[config.mk]
export PLATFORM = sky130hd
export DESIGN_NAME = lvsoc_top
export DESIGN_NICKNAME = d
export VERILOG_FILES = /design/src/core/lvsoc_pkg.sv /design/src/core/lvsoc_fifo.sv /design/src/core/lvsoc_top.sv
export VERILOG_INCLUDE_DIRS = /design/src /design/src/core
export SDC_FILE = /design/constraint.sdc
export NUM_CORES = 2
export LEC_CHECK = 0
export ABC_AREA = 1
export BUFFER_PORTS_ARGS = -buffer_cell sky130_fd_sc_hd__buf_2
export CORE_MARGIN = 4
export CORE_UTILIZATION = 55
export CTS_BUF_LIST = sky130_fd_sc_hd__clkbuf_4
export DETAILED_ROUTE_END_ITERATION = 12
export PLACE_DENSITY = 0.76
export SLEW_MARGIN = 20
export SYNTH_ARGS = -nofsm -noshare
export SYNTH_HDL_FRONTEND = slang
export SYNTH_HIERARCHICAL = 1
export SYNTH_SLANG_ARGS = --single-unit
export TNS_END_PERCENT = 5
[constraint.sdc]
create_clock -name clk_i -period 12.96 [get_ports clk_i]
set_input_delay 0.648 -clock clk_i [delete_from_list [all_inputs] [get_ports clk_i]]
set_output_delay 0.648 -clock clk_i [all_outputs]
set_load 0.1 [all_outputs]
[src/core/lvsoc_map.svh]
// Purpose: offsets, fields, reset values and word codes of the serial
//   output and clock generator block
// Assumes: included by its bare name
// Notes: bare constants only, no logic
// Notes on behaviour
// - Thirty-two lanes, two bits per master period
// - Eight-bit converter words shifted out continuously
// - One is positive pair, zero negative
// - Register 72 bits 3:0 set drive
// - Drive code maps linearly 1.26 to 7.56 mA
// - Sync lane carries frame, line, idle, address
// - Sync words delayed to match data latency
// - Forwarded clock edge-aligned with all lanes
// - Serializer clock copies the master clock
// - Checksum clock is master over four
// - Load pulse quarter rate, one-eighth duty
// - Converter clock is master over eight
// - Sensor clock quarter rate, edges delayed
// - Second converter clock eighth rate, delayed
// - Register 65 sets both delays, fifteen steps
// - One step is half a master period
`ifndef LVSOC_MAP_SVH
`define LVSOC_MAP_SVH
`define LVSOC_REG_SKEW 7'h41
`define LVSOC_REG_DRIVE 7'h48
`define LVSOC_REG_STATUS 7'h49
`define LVSOC_SKEW_RST 8'h77
`define LVSOC_DRIVE_RST 8'h05
`define LVSOC_SKEW_MAX 4'he
`define LVSOC_DRV_BASE_UA 13'h04ec
`define LVSOC_DRV_STEP_UA 13'h01a4
`define LVSOC_SYNC_LAT 11
`define LVSOC_FIFO_DEPTH 8
`define LVSOC_W_FRAME 8'hf0
`define LVSOC_W_LINE_BEGIN 8'hc3
`define LVSOC_W_LINE_END 8'h3c
`define LVSOC_W_IDLE_FIRST 8'h55
`define LVSOC_W_IDLE_SECOND 8'haa
`define LVSOC_W_DATA_IDLE 8'h00
`endif

[src/core/lvsoc_pkg.sv]
// Purpose: types shared by the serial output block
// Assumes: nothing
// Notes: numbers live in lvsoc_map.svh
package lvsoc_pkg;
	// What the sequencer asks the sync lane to send
	typedef enum logic [2:0] {
		LVSOC_FRAME = 3'b000,
		LVSOC_LINE_BEGIN = 3'b001,
		LVSOC_LINE_END = 3'b010,
		LVSOC_IDLE_FIRST = 3'b011,
		LVSOC_IDLE_SECOND = 3'b100,
		LVSOC_LINE_ADDR = 3'b101
	} lvsoc_sync_kind_t;

	typedef struct packed {
		lvsoc_sync_kind_t kind;
		logic [7:0] addr;
	} lvsoc_seq_t;

	// Derived clock levels driven out of the block
	typedef struct packed {
		logic ser;
		logic crc;
		logic load;
		logic adc;
		logic sensor;
		logic adc_dly;
	} lvsoc_clks_t;

	typedef enum logic [1:0] {
		LVSOC_SPI_IDLE = 2'b00,
		LVSOC_SPI_HEAD = 2'b01,
		LVSOC_SPI_DATA = 2'b10
	} lvsoc_spi_st_t;
endpackage : lvsoc_pkg

[src/core/lvsoc_fifo.sv]
// Purpose: word buffer between converters and serializers
// Assumes: one clock, DEPTH a power of two
// Notes: in_ready is registered so the source sees a flop
`timescale 1ns/100ps
module lvsoc_fifo #(
	parameter int W = 256,
	parameter int DEPTH = 8
) (
	// Clock and reset
	input wire logic clk_i,
	input wire logic rst_b_i,
	// Fill side
	input wire logic in_valid_i,
	input wire logic [W-1:0] in_data_i,
	output logic in_ready_o,
	// Drain side
	output logic out_valid_o,
	output logic [W-1:0] out_data_o,
	input wire logic out_ready_i,
	output logic [$clog2(DEPTH):0] level_o
);
	localparam int AW = $clog2(DEPTH);

	logic [W-1:0] mem [DEPTH];
	logic [AW-1:0] wr_ptr;
	logic [AW-1:0] rd_ptr;
	logic [AW:0] count;
	logic [AW:0] next_count;

	generate
		if (DEPTH < 2 || (1 << AW) != DEPTH)
		begin : g_bad
			$error("lvsoc_fifo: DEPTH must be a power of two >= 2");
		end
	endgenerate

	// Handshakes; push only while the registered ready is high
	wire do_push = in_valid_i && in_ready_o;
	wire do_pop = out_valid_o && out_ready_i;
	assign out_valid_o = count != '0;
	assign out_data_o = mem[rd_ptr];
	assign level_o = count;

	always_comb
	begin
		next_count = count;
		if (do_push && !do_pop)
			next_count = count + 1'b1;
		else if (do_pop && !do_push)
			next_count = count - 1'b1;
	end

	// Pointers, count and registered ready
	always_ff @(posedge clk_i or negedge rst_b_i)
	begin
		if (!rst_b_i)
		begin
			wr_ptr <= '0;
			rd_ptr <= '0;
			count <= '0;
			in_ready_o <= 1'b0;
		end
		else
		begin
			if (do_push)
				wr_ptr <= wr_ptr + 1'b1;
			if (do_pop)
				rd_ptr <= rd_ptr + 1'b1;
			count <= next_count;
			in_ready_o <= next_count < (AW+1)'(DEPTH);
		end
	end

	// Storage, no reset needed on the data
	always_ff @(posedge clk_i)
	begin
		if (do_push)
			mem[wr_ptr] <= in_data_i;
	end
endmodule : lvsoc_fifo

[src/core/lvsoc_top.sv]
// Purpose: serializers, sync lane, forwarded clock, divided clocks
//   and the serial register port of the sensor output stage
// Assumes: mclk_i and the serial port pins are asynchronous to clk_i
//   and are sampled by two flops; clk_i is well over 4x mclk_i
// Notes: every master edge is one bit slot; levels are flop outputs
`timescale 1ns/100ps
`include "lvsoc_map.svh"
module lvsoc_top #(
	parameter int LANES = 32,
	parameter int SYNC_LAT = `LVSOC_SYNC_LAT,
	parameter int DEPTH = `LVSOC_FIFO_DEPTH
) (
	// Clock and reset
	input wire logic clk_i,
	input wire logic rst_b_i,
	// Master input clock, sampled
	input wire logic mclk_i,
	// Converter words, one byte per lane
	input wire logic conv_valid_i,
	input wire logic [LANES*8-1:0] conv_data_i,
	output logic conv_ready_o,
	// Sequencer request for the sync lane
	input wire lvsoc_pkg::lvsoc_seq_t seq_i,
	// Serial lanes, true and complement legs
	output logic [LANES-1:0] lane_p_o,
	output logic [LANES-1:0] lane_n_o,
	output logic sync_p_o,
	output logic sync_n_o,
	output logic fclk_p_o,
	output logic fclk_n_o,
	// Derived clocks and driver settings
	output lvsoc_pkg::lvsoc_clks_t clks_o,
	output logic [3:0] drive_code_o,
	output logic [12:0] drive_ua_o,
	// Serial register port
	input wire logic spi_sclk_i,
	input wire logic spi_cs_b_i,
	input wire logic spi_mosi_i,
	output logic spi_miso_o
);
	import lvsoc_pkg::*;

	generate
		if (LANES < 1 || SYNC_LAT < 1 || DEPTH < 2)
		begin : g_bad
			$error("lvsoc_top: LANES, SYNC_LAT or DEPTH out of range");
		end
	endgenerate

	// Two-flop samplers for everything from outside the domain
	logic [3:0] in_s1;
	logic [3:0] in_s2;
	logic mclk_d;
	logic sclk_d;
	always_ff @(posedge clk_i or negedge rst_b_i)
	begin
		if (!rst_b_i)
		begin
			in_s1 <= 4'h4;
			in_s2 <= 4'h4;
			mclk_d <= 1'b0;
			sclk_d <= 1'b0;
		end
		else
		begin
			in_s1 <= {spi_mosi_i, spi_cs_b_i, spi_sclk_i, mclk_i};
			in_s2 <= in_s1;
			mclk_d <= in_s2[0];
			sclk_d <= in_s2[1];
		end
	end

	wire mclk_s = in_s2[0];
	wire sclk_s = in_s2[1];
	wire cs_b_s = in_s2[2];
	wire mosi_s = in_s2[3];
	wire m_rise = mclk_s && !mclk_d;
	wire m_fall = !mclk_s && mclk_d;
	wire slot = m_rise || m_fall;
	wire s_rise = sclk_s && !sclk_d && !cs_b_s;
	wire s_fall = !sclk_s && sclk_d && !cs_b_s;

	// Half-period counter: even on rising master edges, odd on falling
	logic [3:0] hp;
	logic [3:0] next_hp;
	always_comb
	begin
		next_hp = hp;
		if (m_rise)
			next_hp = {hp[3:1] + 3'h1, 1'b0};
		else if (m_fall)
			next_hp = {hp[3:1], 1'b1};
	end

	// Registers reached over the serial port
	logic [7:0] skew_reg;
	logic [7:0] drive_reg;
	logic underrun;

	// Skew codes limited to fifteen settings, one half period each
	wire [3:0] dly_sen = (skew_reg[3:0] > `LVSOC_SKEW_MAX) ?
		`LVSOC_SKEW_MAX : skew_reg[3:0];
	wire [3:0] dly_adc = (skew_reg[7:4] > `LVSOC_SKEW_MAX) ?
		`LVSOC_SKEW_MAX : skew_reg[7:4];
	wire [3:0] hp_sen = next_hp - dly_sen;
	wire [3:0] hp_adc = next_hp - dly_adc;
	wire load_slot = slot && next_hp[2:0] == 3'h0;

	// Derived clock levels, all updated from the same slot
	always_ff @(posedge clk_i or negedge rst_b_i)
	begin
		if (!rst_b_i)
		begin
			hp <= 4'h0;
			clks_o <= '0;
		end
		else if (slot)
		begin
			hp <= next_hp;
			clks_o.ser <= m_rise;
			clks_o.crc <= !next_hp[2];
			clks_o.load <= next_hp[2:0] == 3'h0;
			clks_o.adc <= !next_hp[3];
			clks_o.sensor <= !hp_sen[2];
			clks_o.adc_dly <= !hp_adc[3];
		end
	end

	// Converter words wait in the buffer; the load slot drains it
	logic fifo_valid;
	logic [LANES*8-1:0] fifo_word;
	logic [$clog2(DEPTH):0] fifo_level;
	lvsoc_fifo #(
		.W(LANES*8),
		.DEPTH(DEPTH)
	) u_fifo (
		.clk_i(clk_i),
		.rst_b_i(rst_b_i),
		.in_valid_i(conv_valid_i),
		.in_data_i(conv_data_i),
		.in_ready_o(conv_ready_o),
		.out_valid_o(fifo_valid),
		.out_data_o(fifo_word),
		.out_ready_i(load_slot),
		.level_o(fifo_level)
	);

	// Per-lane shifter: load eight bits, then one bit per slot
	genvar g;
	generate
		for (g = 0; g < LANES; g++)
		begin : g_lane
			logic [7:0] sh;
			wire [7:0] word = fifo_valid ? fifo_word[g*8 +: 8] :
				`LVSOC_W_DATA_IDLE;
			wire [7:0] next_sh = load_slot ? word :
				{sh[6:0], 1'b0};
			always_ff @(posedge clk_i or negedge rst_b_i)
			begin
				if (!rst_b_i)
				begin
					sh <= 8'h00;
					lane_p_o[g] <= 1'b0;
					lane_n_o[g] <= 1'b1;
				end
				else if (slot)
				begin
					sh <= next_sh;
					lane_p_o[g] <= next_sh[7];
					lane_n_o[g] <= !next_sh[7];
				end
			end
		end
	endgenerate

	// Sync word coding from the sequencer request
	logic [7:0] seq_word;
	always_comb
	begin
		case (seq_i.kind)
			LVSOC_FRAME: seq_word = `LVSOC_W_FRAME;
			LVSOC_LINE_BEGIN: seq_word = `LVSOC_W_LINE_BEGIN;
			LVSOC_LINE_END: seq_word = `LVSOC_W_LINE_END;
			LVSOC_IDLE_FIRST: seq_word = `LVSOC_W_IDLE_FIRST;
			LVSOC_IDLE_SECOND: seq_word = `LVSOC_W_IDLE_SECOND;
			LVSOC_LINE_ADDR: seq_word = seq_i.addr;
			default: seq_word = `LVSOC_W_IDLE_FIRST;
		endcase
	end

	// Delay line of SYNC_LAT word slots matches converter latency
	logic [7:0] sync_dl [SYNC_LAT];
	logic [7:0] sync_sh;
	wire [7:0] next_sync = load_slot ? sync_dl[SYNC_LAT-1] :
		{sync_sh[6:0], 1'b0};
	generate
		for (g = 0; g < SYNC_LAT; g++)
		begin : g_sdl
			wire [7:0] src = (g == 0) ? seq_word : sync_dl[g == 0 ? 0 : g-1];
			always_ff @(posedge clk_i or negedge rst_b_i)
			begin
				if (!rst_b_i)
					sync_dl[g] <= `LVSOC_W_IDLE_FIRST;
				else if (load_slot)
					sync_dl[g] <= src;
			end
		end
	endgenerate

	// Sync lane and forwarded clock share the data lanes' slot
	always_ff @(posedge clk_i or negedge rst_b_i)
	begin
		if (!rst_b_i)
		begin
			sync_sh <= 8'h00;
			sync_p_o <= 1'b0;
			sync_n_o <= 1'b1;
			fclk_p_o <= 1'b0;
			fclk_n_o <= 1'b1;
		end
		else if (slot)
		begin
			sync_sh <= next_sync;
			sync_p_o <= next_sync[7];
			sync_n_o <= !next_sync[7];
			fclk_p_o <= m_rise;
			fclk_n_o <= !m_rise;
		end
	end

	// Drive current in microamps follows the code in equal steps
	wire [12:0] next_ua = `LVSOC_DRV_BASE_UA +
		13'(drive_reg[3:0]) * `LVSOC_DRV_STEP_UA;
	wire starve = load_slot && !fifo_valid;

	// Serial port: write flag, 7-bit address, 8 data bits, MSB first
	lvsoc_spi_st_t spi_st;
	logic [2:0] bit_cnt;
	logic [7:0] rx;
	logic [6:0] addr;
	logic wr;
	logic [7:0] tx;
	wire [7:0] rd_data =
		(addr == `LVSOC_REG_SKEW) ? skew_reg :
		(addr == `LVSOC_REG_DRIVE) ? drive_reg :
		(addr == `LVSOC_REG_STATUS) ?
		{3'h0, underrun, 4'(fifo_level)} : 8'h00;
	wire head_done = spi_st == LVSOC_SPI_HEAD && s_rise &&
		bit_cnt == 3'h7;
	wire data_done = spi_st == LVSOC_SPI_DATA && s_rise &&
		bit_cnt == 3'h7;
	wire [7:0] rx_full = {rx[6:0], mosi_s};
	wire rd_status = data_done && !wr && addr == `LVSOC_REG_STATUS;

	always_ff @(posedge clk_i or negedge rst_b_i)
	begin
		if (!rst_b_i)
		begin
			spi_st <= LVSOC_SPI_IDLE;
			bit_cnt <= 3'h0;
			rx <= 8'h00;
			addr <= 7'h00;
			wr <= 1'b0;
			tx <= 8'h00;
		end
		else
		begin
			case (spi_st)
				LVSOC_SPI_IDLE:
				begin
					bit_cnt <= 3'h0;
					if (!cs_b_s)
						spi_st <= LVSOC_SPI_HEAD;
				end
				LVSOC_SPI_HEAD, LVSOC_SPI_DATA:
				begin
					if (s_rise)
					begin
						rx <= rx_full;
						bit_cnt <= bit_cnt + 3'h1;
					end
					if (head_done)
					begin
						wr <= rx[6];
						addr <= rx_full[6:0];
						spi_st <= LVSOC_SPI_DATA;
					end
					if (data_done)
						spi_st <= LVSOC_SPI_HEAD;
					if (cs_b_s)
						spi_st <= LVSOC_SPI_IDLE;
				end
				default: spi_st <= LVSOC_SPI_IDLE;
			endcase
			// Read data is captured once the address is complete
			if (spi_st == LVSOC_SPI_DATA && s_fall)
				tx <= (bit_cnt == 3'h0) ? rd_data : {tx[6:0], 1'b0};
		end
	end

	// Register file, drive outputs and starvation flag
	always_ff @(posedge clk_i or negedge rst_b_i)
	begin
		if (!rst_b_i)
		begin
			skew_reg <= `LVSOC_SKEW_RST;
			drive_reg <= `LVSOC_DRIVE_RST;
			underrun <= 1'b0;
			drive_code_o <= 4'h0;
			drive_ua_o <= 13'h0000;
			spi_miso_o <= 1'b0;
		end
		else
		begin
			if (data_done && wr && addr == `LVSOC_REG_SKEW)
				skew_reg <= rx_full;
			if (data_done && wr && addr == `LVSOC_REG_DRIVE)
				drive_reg <= rx_full;
			// A starved slot in the read cycle is still recorded
			if (starve)
				underrun <= 1'b1;
			else if (rd_status)
				underrun <= 1'b0;
			drive_code_o <= drive_reg[3:0];
			drive_ua_o <= next_ua;
			if (spi_st != LVSOC_SPI_DATA)
				spi_miso_o <= 1'b0;
			else if (s_fall)
				spi_miso_o <= (bit_cnt == 3'h0) ? rd_data[7] : tx[6];
		end
	end
endmodule : lvsoc_top

# --- Yosys cells after proc, flatten, opt, wreduce, memory -nomap -nowiden ---
# Memory sizes are Yosys's and may differ from the RTL's.
# Index checks and enable logic that the tools add are counted.
classes:
  addsub: 9
  multipliers: 1
  order_cmp: 3
  n_eq_ne: 14
  n_mux: 90
  reduce_logical: 83
op_table:
  columns: ["op", "count"]
  rows:
  - ["2-to-1 mux 8 bit", 67]
  - ["logical NOT 1 bit", 47]
  - ["one-hot mux 8 bit (5 select lines)", 1]
  - ["logical AND 1 bit", 22]
  - ["equality test 7 bit, second input constant", 3]
  - ["2-to-1 mux 4 bit", 4]
  - ["adder 11 x 13 -> 13 bit, first input constant", 1]
  - ["adder 3 x 1 -> 3 bit, second input constant", 4]
  - ["multiplier 4 x 7 -> 11 bit, second input constant", 1]
  - ["equality test 3 bit, second input constant", 3]
  - ["logical NOT 3 bit", 3]
  - ["greater-than comparator 4 bit, second input constant", 2]
  - ["2-to-1 mux 1 bit", 8]
  - ["2-to-1 mux 2 bit", 4]
  - ["AND reduction 2 bit", 4]
  - ["2-to-1 mux 7 bit", 1]
  - ["2-to-1 mux 3 bit", 2]
  - ["!= test 2 bit, second input constant", 3]
  - ["one-hot mux 3 bit (2 select lines)", 1]
  - ["nonzero test 2 bit", 3]
  - ["2-to-1 mux 5 bit", 1]
  - ["adder 4 x 1 -> 4 bit, second input constant", 1]
  - ["< comparator 4 bit, second input constant", 1]
  - ["!= test 4 bit, second input constant", 1]
  - ["other kinds (12)", 12]
totals:
  ff_bits: 479
  ram_bits: 2048
  inputBits: 274
  output_inout_bits: 93
  elab_cells: 339
  memories: 1
memory_table:
  columns: ["memory", "words", "word_bits", "read_ports", "rd_clocked_by_memory_dff", "write_ports", "line_no", "text"]
  rows:
  - ["u_fifo.mem", 8, 256, 1, 0, 1, "lvsoc_fifo.sv:24", "logic [W-1:0] mem [DEPTH];"]

# --- Longest topological paths before layout ---
logic_depth:
  word_depth: 11
  ltp_mapped: 18
  ltp_nobuf: 15

# --- Hierarchy ---
# Netlist, hierarchy kept.
by_module_without_submodules:
  columns: ["module", "n_inst", "cells_each", "area_each_um2", "seq_area_each_um2"]
  rows:
  - ["lvsoc_fifo", 1, 6376, 80599.8, 61774.2]
  - ["lvsoc_top", 1, 2783, 21794.7, 11771.3]

# --- Worst setup path before layout ---
# No wires, ideal clock.
synth_timing:
  path_kind: "reg-to-reg"
  from: "reg u_fifo.in_ready_o"
  to: "mem u_fifo.mem[0][0] (enable)"
  setup_ps: 877
  arrival_ps: 12106
  required_ps: 12083
  setup_slack_ps: -23
  stages_incl_launch_ff: 4
  path_buffers: 0
  synth_period_minus_slack_ps: 12983
  cell_sequence: "dfrtp_1 nand2_1 or2_2 nor2_1"
synth_via:
  elab_chain_len: 3
synth_rtl:
  columns: ["item", "line_no", "text"]
  rows:
  - ["start, declared", "lvsoc_fifo.sv:15", "output logic in_ready_o,"]
  - ["start signal, assigned", "lvsoc_fifo.sv:70", "in_ready_o <= next_count < (AW+1)'(DEPTH);"]
  - ["logical AND 1 bit", "lvsoc_fifo.sv:38", "wire do_push = in_valid_i && in_ready_o;"]
  - ["2-to-1 mux 1 bit", "lvsoc_fifo.sv:77", "if (do_push)"]
  - ["2-to-1 mux 1 bit (implied by the code)", "lvsoc_fifo.sv:78", "mem[wr_ptr] <= in_data_i;"]
  - ["end, declared", "lvsoc_fifo.sv:24", null]
# No other way between the ends.

# --- Worst setup path after layout ---
layout_timing:
  from: "reg u_fifo.rd_ptr[0]"
  to: "reg g_lane[20].sh[4]"
layout_via:
  elab_chain_len: 3
layout_rtl:
  columns: ["item", "line_no", "text"]
  rows:
  - ["start, declared", "lvsoc_fifo.sv:26", "logic [AW-1:0] rd_ptr;"]
  - ["start signal, assigned", "lvsoc_fifo.sv:68", "rd_ptr <= rd_ptr + 1'b1;"]
  - ["memory (8 x 256 bit)", null, null]
  - ["named net fifo_word[164]", "lvsoc_top.sv:131", "logic [LANES*8-1:0] fifo_word;"]
  - ["2-to-1 mux 8 bit (no line)", null, null]
  - ["2-to-1 mux 8 bit", "lvsoc_top.sv:156", "wire [7:0] next_sh = load_slot ? word :"]
  - ["end signal, assigned", "lvsoc_top.sv:168", "sh <= next_sh;"]
  - ["end, declared", "lvsoc_top.sv:153", "logic [7:0] sh;"]
# The timed path passes the listed nets, and every way through them passes these cells.
# A chain may end at the register's enable or synchronous reset.

==> results.cfg <==
[synth]
synthMostInstantiatedCell = edfxtp_1
synth_cell_types = 37
synth.top_cell.area_share = 0.6006
synth.cell_area_mm2 = 0.1024
ys_warn_count = 6
synth_commonest_cells = edfxtp_1, nand2_1, nor2_1
ys.flop_type = edfxtp_1
netlist_top_cells_area = edfxtp_1, dfrtp_1, nand2_1, nor2_1, o21ai_0
yosysTopAreaCell = edfxtp_1
synth-edff-count = 2048
syn_area_per_cell_um2 = 11.18
ys_ff_latch = 2525
ys_seq_area_frac = 0.7183
async_flop_share = 0.1889
netlist_instances = 9159

[sta]
whs_ps = 172.9
slew_headroom = 0.1001
maxSlewViolCount = 0
fin_worst_skew_ps = 93.04
fin_crit_ps = 5952
rsz0062_at_grt = false
fin_crit_sh = 0.4593
worstMarginPinSlew_ps = 1350
fmax_mhz = 168.0
hold_viol = 0
setup_tns_ps = 0
setup_violations = 0

[grt]
grt_pass1_wl_um = 404400
grt_max_degree = 241
gr-total-overflow = 0
grt_pass1_vias = 73090
antenna_found_initial = 50
grt_usage = 0.2671

[finish]
drive_gt1_frac = 0.1501
utilization = 0.6425
largest_register_ffs = 2048
regMostFlops = u_fifo/mem
area_growth_pct = 16.23
fin_nets = 10510
instances_no_fill = 13230

[drt]
ant_nets = 0
drt_first_pass_iters = 6
wl_per_cell_um = 19.72
drtIter0Drc = 8824
via_per_inst = 5.570
drc = 0
routed_wl_um = 260800
vias = 73660

[clock_tree]
clock_latency_ps = 1380
clk_pin_slew_ps = 70
cts_resized = 0
cts.sinks = 2525
h-tree-depth = 6
cts_tree = yes
max-clock-path-buffers = 4
cts_buffers = 636
clockRootBuffer = clkbuf_4
cts_setup_buffers = 0

[power_and_ir_drop]
p_total_mw = 26.32
p_leak_nw = 45.69
p_per_area_mw_per_mm2 = 221.1
max-vdd-ir-drop_mv = 0.2034

[run_status]
status = completed

[worst_setup_path]
criticalPathCategory = reg2reg
critPathCaptureType = register
required_ps = 14200
critPathLaunchType = register
crit_fanout = 100
arrival_ps = 7190

[floorplan]
dieWidth_um = 439.5
die_h_um = 439.5
initial_core_util = 0.5528
coreArea_mm2 = 0.1852
pin_count = 367
rows = 158
die-area_mm2 = 0.1931

[place]
finalWeightedCongestion = 0.8176
dp_cells = 11530
dp_hpwl_um = 130700
port_buffers = 364

[flow_run]
drv_cap = 0

[min_path]
hold_path.class = in2reg
[repair_timing]
action                                  4_1_cts  5_1_grt
hold endpoints to repair                   2233        0
endpoints found under the setup margin        0        0
hold buffers                                507        0
[cells by family (layout without fill, tap and decap cells)]
logic type | after synthesis | in the layout | share of synthesized area
and+or+nand+nor | 3892 | 3892 | 0.1473
adders and majority gates | 36 | 36 | 0.004399
AOI/OAI and AO/OA | 1869 | 1869 | 0.09155
xor gates and xnor gates | 9 | 9 | 0.0007699
DFF | 2525 | 2525 | 0.7183
other | 1 | 43 | 0.00003662
buffers and inverters | 827 | 2372 | 0.03771
[metal layers]
metal | vias to the layer above | wire (µm) | GRT usage
met4 | 10 | 9510 | 0.1287
met1 | 35310 | 101300 | 0.3485
met3 | 658 | 23010 | 0.05201
li1 | 33900 | - | -
met2 | 3778 | 126900 | 0.4335
met5 | - | 62 | 0
[worst max-delay path, stage by stage, from the launching register on]
cell,delay (ps)
dfrtp_4,1000
buf_4,910
buf_4,820
buf_4,870
buf_4,810
nor2_1,160
nor2_1,120
o21ai_1,110
o21ai_1,170
nand2_1,70
nand2_1,100
nand2_1,70
nand2_1,110
nand3_1,100
o21ai_0,120
[through the flow]
stage	worst slack (ps)	area, µm²
after floorplan	-22.92	102400
after global routing	6617	119000
after global placement	7485	105500
final	7008	119000
after detailed placement	7387	105500
after CTS	7334	118900
[cells in the final DEF, fill, tap and decap left out, types with 16 or more instances in the layout]
| cell | netlist | routed |
|---|---|---|
| a21oi_1 | 30 | 30 |
| buf_12 | 0 | 18 |
| buf_2 | 126 | 363 |
| buf_4 | 44 | 74 |
| clkbuf_4 | 0 | 994 |
| clkinv_1 | 1 | 113 |
| clkinv_2 | 0 | 16 |
| dfrtp_1 | 389 | 386 |
| dfstp_2 | 88 | 88 |
| diode_2 | 0 | 41 |
| dlygate4sd3_1 | 0 | 506 |
| edfxtp_1 | 2048 | 2048 |
| ha_1 | 36 | 35 |
| inv_1 | 256 | 255 |
| nand2_1 | 1873 | 1873 |
| nand3_1 | 292 | 291 |
| nand3b_1 | 19 | 19 |
| nor2_1 | 1694 | 1685 |
| o21ai_0 | 936 | 936 |
| o21ai_1 | 894 | 894 |
[worst paths after layout]
check / startpoint / end / slack (ps) / cells after the start
max: u_fifo/rd_ptr[0]$_DFFE_PN0P_ / g_lane[20].sh[4]$_DFFE_PN0P_ / 7010 / 14
min: conv_data_i[155] / u_fifo/mem[0][155]$_DFFE_PP_ / 170 / 2
max reg2reg: u_fifo/rd_ptr[0]$_DFFE_PN0P_ / g_lane[20].sh[4]$_DFFE_PN0P_ / 7010 / 14
min reg2reg: in_s1[2]$_DFF_PN1_ / in_s2[2]$_DFF_PN1_ / 280 / 0
max in group asynchronous: rst_b_i / g_lane[15].sh[6]$_DFFE_PN0P_ / 10450 / 5
min in group asynchronous: rst_b_i / in_s2[2]$_DFF_PN1_ / 410 / 3
[cell type report]
cell class	count	area [µm²]
Sequential cell	2525	73560
Fill cell	13690	66230
Multi-Input combinational cell	5808	25080
Timing Repair Buffer	963	7840
Clock buffer	994	7462
Tap cell	2480	3103
Inverter	261	1011
Clock inverter	154	849.6
Antenna cell	41	102.6
[where the power goes]
part           switching [mW]  total, mW  internal (mW)  leakage [nW]
registers               0.534       10.9           10.3          24.5
clock network            3.13       6.80           3.67          4.99
logic                    6.43       8.65           2.23          16.1
total                    10.1       26.3           16.2          45.7
(Power assumes the default switching activity.)
